<file path="config.mk">
export PLATFORM = sky130hd
export DESIGN_NAME = spi_baud_shift
export DESIGN_NICKNAME = d
export VERILOG_FILES = /design/src/spi_baud_pkg.sv /design/src/spi_clk_divider.sv /design/src/spi_baud_shift.sv
export VERILOG_INCLUDE_DIRS = /design/src
export SDC_FILE = /design/constraint.sdc
export NUM_CORES = 1
export LEC_CHECK = 0
export BUFFER_PORTS_ARGS = -buffer_cell sky130_fd_sc_hd__buf_2
export CAP_MARGIN = 20
export CORE_AREA = 2 2 145 147
export CTS_CLUSTER_SIZE = 20
export DETAILED_ROUTE_END_ITERATION = 8
export DIE_AREA = 0 0 147 149
export SLEW_MARGIN = 30
export SYNTH_ARGS = -nofsm -noshare
export SYNTH_HDL_FRONTEND = slang
export SYNTH_SLANG_ARGS = --single-unit
export TNS_END_PERCENT = 100
</file>
<file path="constraint.sdc">
create_clock -name pclk -period 8.8 [get_ports pclk]
set_clock_uncertainty 0.05 [all_clocks]
set_input_delay 0.44 -clock pclk [delete_from_list [all_inputs] [get_ports pclk]]
set_output_delay 0.44 -clock pclk [all_outputs]
set_load 0.02 [all_outputs]
</file>
<file path="src/spi_baud_defs.svh">
// Overview of operation
// - In master mode the three-bit rate select field in status control bits 15 to 13 picks one of eight divisors while the range bit is clear.
// - In slave mode the rate select field has no effect at all.
// - Reset loads the rate select field with binary 011.
// - The master serial bit rate is the bus clock divided by the selected baud divisor.
// - With the range bit clear, codes 0 to 7 give divisors 2 to 256, doubled when the double bit is set.
// - With the range bit set, codes 0 to 4 give divisors 512 to 8192, doubled when the double bit is set.
// - With the range bit set, codes 5 to 7 give 16384 whatever the double bit says.
// - The shift order bit decides whether the MSB or the LSB is shifted out and sampled first.
// - Shift order zero means MSB first and one means LSB first.
// - Data registers always hold words right-aligned with the LSB at bit 0.
// - Words shorter than 16 bits are zero-padded in the upper bits.
// - Master and slave must use the same word length.
`ifndef SPI_BAUD_DEFS_SVH
`define SPI_BAUD_DEFS_SVH

// register indices; byte address is four times the index
`define SPI_IDX_STATUS       4'h0
`define SPI_IDX_DATA_SIZE    4'h1
`define SPI_IDX_RECEIVE      4'h2
`define SPI_IDX_TRANSMIT     4'h3

// status control fields
`define SPI_SC_RATE_HI       15
`define SPI_SC_RATE_LO       13
`define SPI_SC_SHIFT_ORDER   12
`define SPI_SC_MASTER        8
`define SPI_SC_ENABLE        1
`define SPI_SC_BUSY          0
`define SPI_RATE_RESET       3'h3
`define SPI_MASTER_RESET     1'h1

// data size fields
`define SPI_DS_LEN_HI        3
`define SPI_DS_LEN_LO        0
`define SPI_DS_RANGE         13
`define SPI_DS_DOUBLE        14
`define SPI_LEN_RESET        4'hF

// divisor exponents
`define SPI_EXP_LOW_BASE     4'h1
`define SPI_EXP_HIGH_BASE    4'h9
`define SPI_EXP_SAT          4'hE
`define SPI_RANGE_SAT_SEL    3'h5

`endif

</file>
<file path="src/spi_baud_pkg.sv">
package spi_baud_pkg;
  typedef enum logic [0:0] {
    ST_IDLE  = 1'b0,
    ST_SHIFT = 1'b1
  } spi_state_t;
endpackage : spi_baud_pkg

</file>
<file path="src/spi_clk_divider.sv">
`timescale 1ns/1ps
`include "spi_baud_defs.svh"
module spi_clk_divider #(
  parameter int CNT_W = 15
) (
  // clock and reset
  input  wire logic       pclk,
  input  wire logic       presetn,
  // control
  input  wire logic       run,
  input  wire logic [2:0] rate_select_field,
  input  wire logic       rate_range_bit,
  input  wire logic       divisor_double_bit,
  // half-period ticks
  output logic            tick_rise,
  output logic            tick_fall
);
  logic [3:0]       exponent;
  logic [CNT_W-1:0] half_limit;
  logic [CNT_W-1:0] count;
  logic             phase;
  logic             tick;

  // baud divisor = 2**exponent
  always_comb begin
    if (rate_range_bit) begin
      if (rate_select_field >= `SPI_RANGE_SAT_SEL) begin
        exponent = `SPI_EXP_SAT;
      end else begin
        exponent = `SPI_EXP_HIGH_BASE + {1'b0, rate_select_field}
                   + {3'h0, divisor_double_bit};
      end
    end else begin
      exponent = `SPI_EXP_LOW_BASE + {1'b0, rate_select_field}
                 + {3'h0, divisor_double_bit};
    end
  end

  // half the divisor, minus one, in bus clocks
  assign half_limit = (CNT_W'(1) << (exponent - 4'h1)) - CNT_W'(1);
  assign tick       = run && (count == half_limit);
  assign tick_rise  = tick && !phase;
  assign tick_fall  = tick && phase;

  always_ff @(posedge pclk or negedge presetn) begin
    if (!presetn) begin
      count <= '0;
      phase <= 1'b0;
    end else if (!run) begin
      count <= '0;
      phase <= 1'b0;
    end else if (tick) begin
      count <= '0;
      phase <= !phase;
    end else begin
      count <= count + CNT_W'(1);
    end
  end
endmodule : spi_clk_divider

</file>
<file path="src/spi_baud_shift.sv">
`timescale 1ns/1ps
`include "spi_baud_defs.svh"
module spi_baud_shift
  import spi_baud_pkg::*;
#(
  parameter int DATA_W = 16
) (
  // clock and reset
  input  wire logic        pclk,
  input  wire logic        presetn,
  // apb slave
  input  wire logic        psel,
  input  wire logic        penable,
  input  wire logic        pwrite,
  input  wire logic [7:0]  paddr,
  input  wire logic [31:0] pwdata,
  output logic [31:0]      prdata,
  output logic             pready,
  output logic             pslverr,
  // serial clock
  input  wire logic        sclk_in,
  output logic             sclk_out,
  output logic             sclk_oe,
  // master out slave in
  input  wire logic        mosi_in,
  output logic             mosi_out,
  output logic             mosi_oe,
  // master in slave out
  input  wire logic        miso_in,
  output logic             miso_out,
  output logic             miso_oe,
  // slave select
  input  wire logic        ss_n
);
  logic [2:0]        rate_select_field;
  logic              shift_order_bit;
  logic              master;
  logic              enable;
  logic [3:0]        last_bit;
  logic              rate_range_bit;
  logic              divisor_double_bit;
  logic [DATA_W-1:0] tx_data;
  logic [DATA_W-1:0] rx_data;
  spi_state_t        state;
  logic [3:0]        m_cnt;
  logic [DATA_W-1:0] m_acc;
  logic [3:0]        s_cnt;
  logic [DATA_W-1:0] s_acc;
  logic [DATA_W-1:0] next_s_acc;
  logic              sclk_prev;
  logic              tick_rise;
  logic              tick_fall;
  logic              setup;
  logic              wr_en;
  logic [3:0]        index;
  logic              mapped;
  logic              start;
  logic              m_done;
  logic              s_active;
  logic              s_rise;
  logic              s_fall;
  logic              s_done;
  logic [31:0]       read_word;

  // bit position in the word for the n-th bit on the wire
  function automatic logic [3:0] bit_pos(input logic lsb_first, input logic [3:0] n,
                                         input logic [3:0] last);
    bit_pos = lsb_first ? n : last - n;
  endfunction : bit_pos

  assign setup  = psel && !penable;
  assign wr_en  = psel && penable && pready && pwrite && !pslverr;
  assign index  = paddr[5:2];
  assign mapped = (paddr[7:6] == 2'h0) && (paddr[1:0] == 2'h0)
                  && (index <= `SPI_IDX_TRANSMIT);
  assign start  = wr_en && (index == `SPI_IDX_TRANSMIT) && enable && master
                  && (state == ST_IDLE);
  assign m_done = (state == ST_SHIFT) && tick_fall && (m_cnt == last_bit);

  // slave ignores the rate fields entirely
  assign s_active = enable && !master && !ss_n;
  assign s_rise   = s_active && sclk_in && !sclk_prev;
  assign s_fall   = s_active && !sclk_in && sclk_prev;
  assign s_done   = s_rise && (s_cnt == last_bit);

  always_comb begin
    next_s_acc = s_acc;
    next_s_acc[bit_pos(shift_order_bit, s_cnt, last_bit)] = mosi_in;
  end

  always_comb begin
    read_word = 32'h0000_0000;
    case (index)
      `SPI_IDX_STATUS: begin
        read_word[`SPI_SC_RATE_HI:`SPI_SC_RATE_LO] = rate_select_field;
        read_word[`SPI_SC_SHIFT_ORDER]             = shift_order_bit;
        read_word[`SPI_SC_MASTER]                  = master;
        read_word[`SPI_SC_ENABLE]                  = enable;
        read_word[`SPI_SC_BUSY]                    = (state == ST_SHIFT);
      end
      `SPI_IDX_DATA_SIZE: begin
        read_word[`SPI_DS_LEN_HI:`SPI_DS_LEN_LO] = last_bit;
        read_word[`SPI_DS_RANGE]                 = rate_range_bit;
        read_word[`SPI_DS_DOUBLE]                = divisor_double_bit;
      end
      `SPI_IDX_RECEIVE: begin
        read_word[DATA_W-1:0] = rx_data;
      end
      default: begin
        read_word = 32'h0000_0000;
      end
    endcase
  end

  // apb answer: one wait-free access phase after setup
  always_ff @(posedge pclk or negedge presetn) begin
    if (!presetn) begin
      pready  <= 1'b0;
      pslverr <= 1'b0;
      prdata  <= 32'h0000_0000;
    end else begin
      pready  <= setup;
      pslverr <= setup && !mapped;
      prdata  <= (setup && mapped && !pwrite) ? read_word : 32'h0000_0000;
    end
  end

  // software registers
  always_ff @(posedge pclk or negedge presetn) begin
    if (!presetn) begin
      rate_select_field  <= `SPI_RATE_RESET;
      shift_order_bit    <= 1'b0;
      master             <= `SPI_MASTER_RESET;
      enable             <= 1'b0;
      last_bit           <= `SPI_LEN_RESET;
      rate_range_bit     <= 1'b0;
      divisor_double_bit <= 1'b0;
      tx_data            <= '0;
    end else if (wr_en) begin
      case (index)
        `SPI_IDX_STATUS: begin
          rate_select_field <= pwdata[`SPI_SC_RATE_HI:`SPI_SC_RATE_LO];
          shift_order_bit   <= pwdata[`SPI_SC_SHIFT_ORDER];
          master            <= pwdata[`SPI_SC_MASTER];
          enable            <= pwdata[`SPI_SC_ENABLE];
        end
        `SPI_IDX_DATA_SIZE: begin
          last_bit           <= pwdata[`SPI_DS_LEN_HI:`SPI_DS_LEN_LO];
          rate_range_bit     <= pwdata[`SPI_DS_RANGE];
          divisor_double_bit <= pwdata[`SPI_DS_DOUBLE];
        end
        `SPI_IDX_TRANSMIT: begin
          tx_data <= pwdata[DATA_W-1:0];
        end
        default: begin
          tx_data <= tx_data;
        end
      endcase
    end
  end

  spi_clk_divider u_div (
    .pclk               (pclk),
    .presetn            (presetn),
    .run                (state == ST_SHIFT),
    .rate_select_field  (rate_select_field),
    .rate_range_bit     (rate_range_bit),
    .divisor_double_bit (divisor_double_bit),
    .tick_rise          (tick_rise),
    .tick_fall          (tick_fall)
  );

  // master transfer, sample on rising, shift on falling
  always_ff @(posedge pclk or negedge presetn) begin
    if (!presetn) begin
      state    <= ST_IDLE;
      m_cnt    <= 4'h0;
      m_acc    <= '0;
      mosi_out <= 1'b0;
      sclk_out <= 1'b0;
    end else if (!enable || !master) begin
      state    <= ST_IDLE;
      sclk_out <= 1'b0;
    end else if (start) begin
      state    <= ST_SHIFT;
      m_cnt    <= 4'h0;
      m_acc    <= '0;
      mosi_out <= pwdata[bit_pos(shift_order_bit, 4'h0, last_bit)];
    end else if (state == ST_SHIFT) begin
      if (tick_rise) begin
        sclk_out <= 1'b1;
        m_acc[bit_pos(shift_order_bit, m_cnt, last_bit)] <= miso_in;
      end
      if (tick_fall) begin
        sclk_out <= 1'b0;
        if (m_done) begin
          state <= ST_IDLE;
        end else begin
          m_cnt    <= m_cnt + 4'h1;
          mosi_out <= tx_data[bit_pos(shift_order_bit, m_cnt + 4'h1, last_bit)];
        end
      end
    end
  end

  // slave transfer on the incoming clock
  always_ff @(posedge pclk or negedge presetn) begin
    if (!presetn) begin
      sclk_prev <= 1'b0;
      s_cnt     <= 4'h0;
      s_acc     <= '0;
      miso_out  <= 1'b0;
    end else begin
      sclk_prev <= sclk_in;
      if (!s_active) begin
        s_cnt <= 4'h0;
        s_acc <= '0;
      end else if (s_rise) begin
        s_acc <= s_done ? '0 : next_s_acc;
      end else if (s_fall) begin
        s_cnt <= (s_cnt == last_bit) ? 4'h0 : s_cnt + 4'h1;
      end
      miso_out <= tx_data[bit_pos(shift_order_bit, s_cnt, last_bit)];
    end
  end

  // received word, right-aligned and zero-padded
  always_ff @(posedge pclk or negedge presetn) begin
    if (!presetn) begin
      rx_data <= '0;
    end else if (m_done) begin
      rx_data <= m_acc;
    end else if (s_done) begin
      rx_data <= next_s_acc;
    end
  end

  // pin drivers
  always_ff @(posedge pclk or negedge presetn) begin
    if (!presetn) begin
      sclk_oe <= 1'b0;
      mosi_oe <= 1'b0;
      miso_oe <= 1'b0;
    end else begin
      sclk_oe <= enable && master;
      mosi_oe <= enable && master;
      miso_oe <= s_active;
    end
  end
endmodule : spi_baud_shift

</file>
==> reports/metrics.cfg, run 1 <==
[power]
swShare_pct = 24.0
combPwrFrac_pct = 10.7
ir_worst_vdd_v = 0.000152
p_clk_share_pct = 51.8
p_leak_nw = 4.22
power.total_w = 0.00161
p_int_w = 0.00122
power-per-cell-area_nw_per_um2 = 176
p_sw_w = 0.000385
pwr-share-seq_pct = 37.4

[cells_and_area]
area_growth_pct = 14.3
final_cells = 1205
num_antenna_cells = 0
final_cell_mix = dfrtp_1 (118), nand2_1 (100), nor2_1 (91), nand3_1 (65), buf_2 (55)
layout-drive-gt1-share_pct = 18.2
final_nets = 984
fin_util_pct = 44.4
layout_commonest_cell = dfrtp_1

[synth]
ys_async_sr_fraction_pct = 100
seq_area_frac_synth_pct = 39.3
yosysWarnings = 0
synthCells = 882
synth_edf_count = 0
synth_cell_type_count = 73
synth_ff_type = dfrtp_1
synth.avg_cell_area_um2 = 9.05
ys_seq_elements = 125
mappedNetlistArea_um2 = 7990

[timing]
rsz0062_at_grt = false
tns_ps = 0
setup_viol = 0
fin_hold_ws_ps = -5.98
slew_viol_final = 0
slew-limit-headroom_pct = 37.3
max_freq_mhz = 202
period_share_pct = 56.1
hold_viol_final = 4
tightest_slew_ps = 935
finalCriticalPeriod_ps = 4940

[clock_tree]
worstSkewPairLatency_ps = 420
cts-root-buf = clkbuf_16
post_cts_buffers = 0
clk_pin_slew_ps = 60
hold_buffers = 0
clock_sinks = 125
cts_buffers = 17
cts_tree = built
cts_resized = 0
htreeDepth = 4
clk_path_buf_depth = 2

[global_route]
grt_first_pass_wirelength_um = 33600
grt_max_degree = 51
grt_use_total_pct = 19.6
overflow = 0
antenna_found_initial = 0
grt_pass1_vias = 6319

[placed_design]
dp_hpwl_um = 14800
placedCellCount = 1173
io_buffers = 56
gp_congestion = 0.880

[worst_setup_path]
critPathRequiredTime_ps = 9020
crit_type = reg -> reg
startpoint_type = flip-flop
critPathArrivalTime_ps = 5160
critPathCaptureType = flip-flop
cp_max_fo = 14

[drt]
ant_nets = 0
first_pass_iters = 6
wl_um = 20600
first_iter_violations = 355
drc = 0
avgViaCountPerCell = 5.41
vias = 6522
route.detailed.wl_per_inst_um = 17.1

[worst_hold_path]
hold_path.class = in -> async

[floorplanning]
io_pins = 89
coreArea_um2 = 20600
die_x_um = 147
die_h_um = 149
start_util_pct = 38.8
die_area_um2 = 21900
rows = 53

[status]
run_status = complete, but fails checks
violations = hold timing

[flow_run]
cap_violations = 0

==> final cells by class <==
cell class	count	area [um2]
Timing Repair Buffer	65	370
Inverter	36	135
Tap cell	275	344
Clock inverter	11	236
Clock buffer	21	460
Fill cell	2015	11400
Sequential cell	125	3140
Multi-Input combinational cell	672	4450
==> cells in the mapped netlist (6+ instances only) <==
cell type,n,area share [%]
ha_1,15,2.4
inv_1,36,1.7
buf_2,9,0.56
nand3_1,65,4.1
or3_1,6,0.47
o211ai_1,20,1.9
nand2_1,100,4.7
and3_1,10,0.78
mux2i_1,38,4.8
o21ai_0,19,1.2
nor2b_1,14,1.1
mux2_4,9,1.7
nand2b_1,8,0.63
nor3_1,10,0.63
xnor2_1,17,1.9
dfstp_2,7,2.3
mux2_2,38,5.4
a21oi_1,51,3.2
nor2_1,92,4.3
a211oi_1,6,0.56
o22ai_1,17,1.3
xor2_1,19,2.1
and2_1,11,0.86
buf_4,17,1.6
o21a_1,6,0.56
clkbuf_1,31,1.5
dfrtp_1,118,37
==> flip-flops by register name, indices dropped and copies added, names as in the netlist, 3 cells and up <==
name               flops
last_bit               4
tx_data               16
s_acc                 16
rate_select_field      3
m_acc                 16
s_cnt                  4
rx_data               16
prdata                16
m_cnt                  4
u_div.count           15
==> layer usage <==
| metal | wire [um] | vias to the layer above | track usage (%) |
|---|---|---|---|
| met5 | 0 | - | 0 |
| met4 | 401 | 0 | 6.78 |
| met3 | 1060 | 33 | 4.16 |
| met2 | 9210 | 181 | 29.7 |
| met1 | 9930 | 3150 | 27.8 |
| li1 | - | 3158 | - |
==> critical path, stage by stage, from the launching register on <==
cell and delay (ps):
dfstp_2 590, inv_1 60, ha_1 240, inv_1 70
ha_1 450, nand2_1 120, o21ai_0 350, and2_1 270
nand3_1 100, ha_1 360, or4_1 610, a21boi_1 180
or2_1 150, nand4b_1 240, o31ai_2 830, nor2_1 120
==> power groups by stage <==
| stage | logic (W) | registers [W] | clock network (W) |
|---|---|---|---|
| after floorplan | 0.000125 | 0.000605 | 0 |
| after global placement | 0.000168 | 0.000612 | 0 |
| after detailed placement | 0.000171 | 0.000612 | 0 |
| after CTS | 0.000172 | 0.000602 | 0.000846 |
| after global routing | 0.000193 | 0.000603 | 0.000869 |
| final | 0.000173 | 0.000602 | 0.000833 |
==> through the flow <==
step                worst slack [ps]  hold slack, ps  area [um2]
finish                          3860           -5.98        9130
global route                    3430            59.1        9130
CTS                             3890            14.8        9130
detailed placement              3920             421        8430
global placement                3900             419        8400
floorplan                       4720            94.4        8040
==> kinds of logic (layout without fill, tap and decap cells) <==
logic type / Yosys count / in the layout / synth area share [%]
flops: 125 / 125 / 39.3
other cells: 1 / 16 / 0.0470
mux: 90 / 90 / 13.2
fa+ha+maj: 18 / 18 / 3.10
xor+xnor: 37 / 37 / 4.15
compound gates: 161 / 161 / 13.2
buf+inv: 100 / 133 / 5.92
simple gates: 350 / 350 / 21.1
==> final timing paths <==
path,cells past startpoint,endpoint,slack [ps],from
setup / recovery,15,u_div.count[13],3860,rate_select_field[0]
hold reg to reg,1,prdata[6],430,rx_data[6]
max in group asynchronous,3,last_bit[2],7490,presetn
min in group pclk,1,sclk_prev,110,sclk_in
setup reg to reg,15,u_div.count[13],3860,rate_select_field[0]
hold / removal,1,tx_data[11],-6,presetn
(Power assumes the default switching activity.)
==> inputs of run 2 (changes only) <==
--- a/config.mk
+++ b/config.mk
@@ -6,12 +6,13 @@
 export SDC_FILE = /design/constraint.sdc
 export NUM_CORES = 1
 export LEC_CHECK = 0
+export ABC_AREA = 1
 export BUFFER_PORTS_ARGS = -buffer_cell sky130_fd_sc_hd__buf_2
 export CAP_MARGIN = 20
-export CORE_AREA = 2 2 145 147
+export CORE_AREA = 2 2 144 146
 export CTS_CLUSTER_SIZE = 20
 export DETAILED_ROUTE_END_ITERATION = 8
-export DIE_AREA = 0 0 147 149
+export DIE_AREA = 0 0 146 148
 export SLEW_MARGIN = 30
 export SYNTH_ARGS = -nofsm -noshare
 export SYNTH_HDL_FRONTEND = slang
==> constraint.sdc (replaced) <==
create_clock -name pclk -period 4.1 [get_ports pclk]
set_clock_uncertainty 0.05 [all_clocks]
set_input_delay 0.205 -clock pclk [delete_from_list [all_inputs] [get_ports pclk]]
set_output_delay 0.205 -clock pclk [all_outputs]
set_load 0.02 [all_outputs]
==> reports/metrics.cfg, run 2 <==
[drt]
vias = 7294  ; +12%
wl_um = 21200  ; +2.9%
drc = 0  ; unchanged
first_pass_iters = 7  ; +1
route.detailed.wl_per_inst_um = 14.7  ; -14%
avgViaCountPerCell = 5.08  ; -6.2%
ant_nets = 0  ; unchanged
first_iter_violations = 495  ; +39%

[worst_setup_path]
critPathMaxStageDelay_ps = 560  ; -270 ps
endpoint = m_cnt[1]
crit_path_cell_trace = inv_1 -> ha_1 -> inv_1 -> ha_1 -> nand2_1 -> nand2_2 -> nand2_1 -> inv_2 -> nand4_1 -> ha_1 -> xor2_1 -> xnor2_1 -> nor2_1 -> nand2_1 -> nor2_1 -> nand2_1 -> nor2_2 -> nand3_2 -> o21ai_4 -> nand3_1 -> nand2_1 -> nand2_1
critPathRequiredTime_ps = 4360  ; -4660 ps
crit_family = simple AND/OR/NAND/NOR gates
rrSetupSlack_ps = 350  ; -3510 ps
critPathArrivalTime_ps = 4010  ; -1150 ps
r2r_cells = 22  ; +7
crit_type = reg -> reg
critPathCaptureType = flip-flop
cp_max_fo = 7  ; -7
r2r_end = m_cnt[1]
cp.depth = 22  ; +7
cp_num_buf_inv = 3  ; +1
cp_slowest_cell = dfstp_2
startpoint = rate_select_field[0]
crit_path_frequent_cell = nand2_1
startpoint_type = flip-flop
r2r-start = rate_select_field[0]

[floorplanning]
io_pins = 89  ; unchanged
rows = 52  ; -1.9%
die_x_um = 146  ; -0.68%
coreArea_um2 = 20000  ; -2.5%
start_util_pct = 39.3  ; +0.46 points
die_area_um2 = 21600  ; -1.3%
die_h_um = 148  ; -0.67%

[timing]
setup_ws_ps = 355  ; -3510 ps
rsz0062_at_grt = false
tightest_slew_ps = 909  ; -25.9 ps
tns_ps = 0  ; unchanged
fin_hold_ws_ps = 11.6  ; +17.6 ps
slew-limit-headroom_pct = 38.9  ; +1.6 points
finalCriticalPeriod_ps = 3750  ; -1190 ps
max_freq_mhz = 267  ; +32%
period_share_pct = 91.3  ; +35 points
setup_viol = 0  ; unchanged
slew_viol_final = 0  ; unchanged
hold_viol_final = 0  ; -4

[placed_design]
placedCellCount = 1392  ; +19%
post-place-ws_ps = 236  ; -3690 ps
io_buffers = 56  ; unchanged
dp_hpwl_um = 15100  ; +2.0%
gp_congestion = 0.845  ; -4.1%

[synth]
synth_common_cells = nand2_1 (259), inv_1 (140), dfrtp_1 (118)
ys_async_sr_fraction_pct = 100  ; unchanged
synth_edf_count = 0  ; unchanged
synth_cell_type_count = 52  ; -29%
synth.most_common_cell = nand2_1
synth_top_area_cell = dfrtp_1
synth.avg_cell_area_um2 = 7.25  ; -20%
synthCells = 1086  ; +23%
mappedNetlistArea_um2 = 7880  ; -1.4%
yosys.area.top_type_share_pct = 37.5  ; +0.51 points
seq_area_frac_synth_pct = 39.8  ; +0.54 points
yosysWarnings = 0  ; unchanged
synth.area.top_cells = dfrtp_1 (37%), nand2_1 (12%), inv_1 (6.7%)
synth_ff_type = dfrtp_1
ys_seq_elements = 125  ; unchanged

[cells_and_area]
final_cell_mix = nand2_1 (258), inv_1 (140), dfrtp_1 (118), nor2_1 (115), nand3_1 (100)
final_cells = 1437  ; +19%
regArea_um2 = 3140  ; unchanged
layout-drive-gt1-share_pct = 13.6  ; -4.5 points
fin_util_pct = 45.9  ; +1.5 points
fillers = 2079  ; +3.2%
layout_commonest_cell = nand2_1
final_nets = 1221  ; +24%
area_growth_pct = 16.7
multi_input_area_um2 = 4020  ; -9.7%
num_antenna_cells = 0  ; unchanged

[global_route]
grt_max_degree = 82  ; +61%
antenna_found_initial = 0  ; unchanged
grt_first_pass_wirelength_um = 34800  ; +3.6%
overflow = 0  ; unchanged
grt_use_total_pct = 20.3  ; +0.68 points
grt_pass1_vias = 6828  ; +8.1%

[status]
run_status = finished, final reports clean

[clock_tree]
cts_tree = built
worstSkewPairLatency_ps = 430  ; about the same
clk_path_buf_depth = 2  ; unchanged
htreeDepth = 4  ; unchanged
clk_pin_slew_ps = 60  ; about the same
cts-root-buf = clkbuf_16
clock_sinks = 125  ; unchanged
cts_buffers = 17  ; unchanged

[worst_hold_path]
holdCritStartpoint = pwdata[11]
hold_path.class = in -> reg
holdPathStages = 3

[power]
ir_worst_vdd_v = 0.000293  ; +93%
p_leak_nw = 4.53  ; +7.2%
power-per-cell-area_nw_per_um2 = 360  ; +100%

[flow_run]
cap_violations = 0  ; unchanged

==> run 2: routing by layer <==
metal	routed length, um	up-vias	part of all wire (%)	track usage (%)
met3	1100	37	5.2	4.04
li1	-	3642	-	-
met2	10000	185	47	33.6
met1	9630	3430	45	27.0
met5	0	-	0	0
met4	455	0	2.1	6.12
==> run 2: area by class of cell <==
type / count / area share (%)
clock buffer: 20 / 5.08
clock inverter: 12 / 1.48
inverter: 145 / 5.92
multi-input combinational: 780 / 43.7
sequential: 125 / 34.1
tap: 270 / 3.68
timing repair buffer: 85 / 6.03
==> run 2: worst min-delay path, cell delays in order <==
cell and delay, ps:
buf_2 90, inv_1 50, o21ai_0 90
==> run 2: logic make-up (layout without fill, tap and decap cells) <==
group	Yosys count	in the layout	share of synthesized area, %
AND/OR/NAND/NOR	554	554	31.2
buffers and inverters	196	262	10.5
AO/OA/AOI/OAI	159	159	11.3
flip-flops	125	125	39.8
XOR/XNOR	26	26	2.89
adder cells (fa/ha/maj)	18	18	3.15
multiplexers	7	7	1.00
other	1	16	0.0476
==> run 2: worst min-delay path by stage <==
stage / to / slack (ps)
floorplan: divisor_double_bit / -140
finish: tx_data[11] / 10
CTS: tx_data[11] / 0.2
global route: master / 30
global placement: sclk_prev / 280
detailed placement: s_cnt[0] / 260
==> run 2: report_power, final <==
group | total, W | switching, W | internal, W
Combinational | 0.000474 | 0.000320 | 0.000154
Clock | 0.00154 | 0.000590 | 0.000946
Sequential | 0.00130 | 0.0000253 | 0.00127
==> run 2: timing repair <==
| item | CTS | global route |
|---|---|---|
| hold buffers | 10 | 0 |
| setup endpoints to repair | 0 | 6 |
| hold endpoints to repair | 83 | 0 |
| buffers inserted | 0 | 3 |
| gates resized for setup | 0 | 3 |
==> run 2: stage by stage <==
step | total power [W] | area [um2]
final | 0.00330 | 9190
after global routing | 0.00346 | 9190
after CTS | 0.00332 | 9150
after detailed placement | 0.00178 | 8450
after global placement | 0.00177 | 8440
after floorplan | 0.00165 | 7930
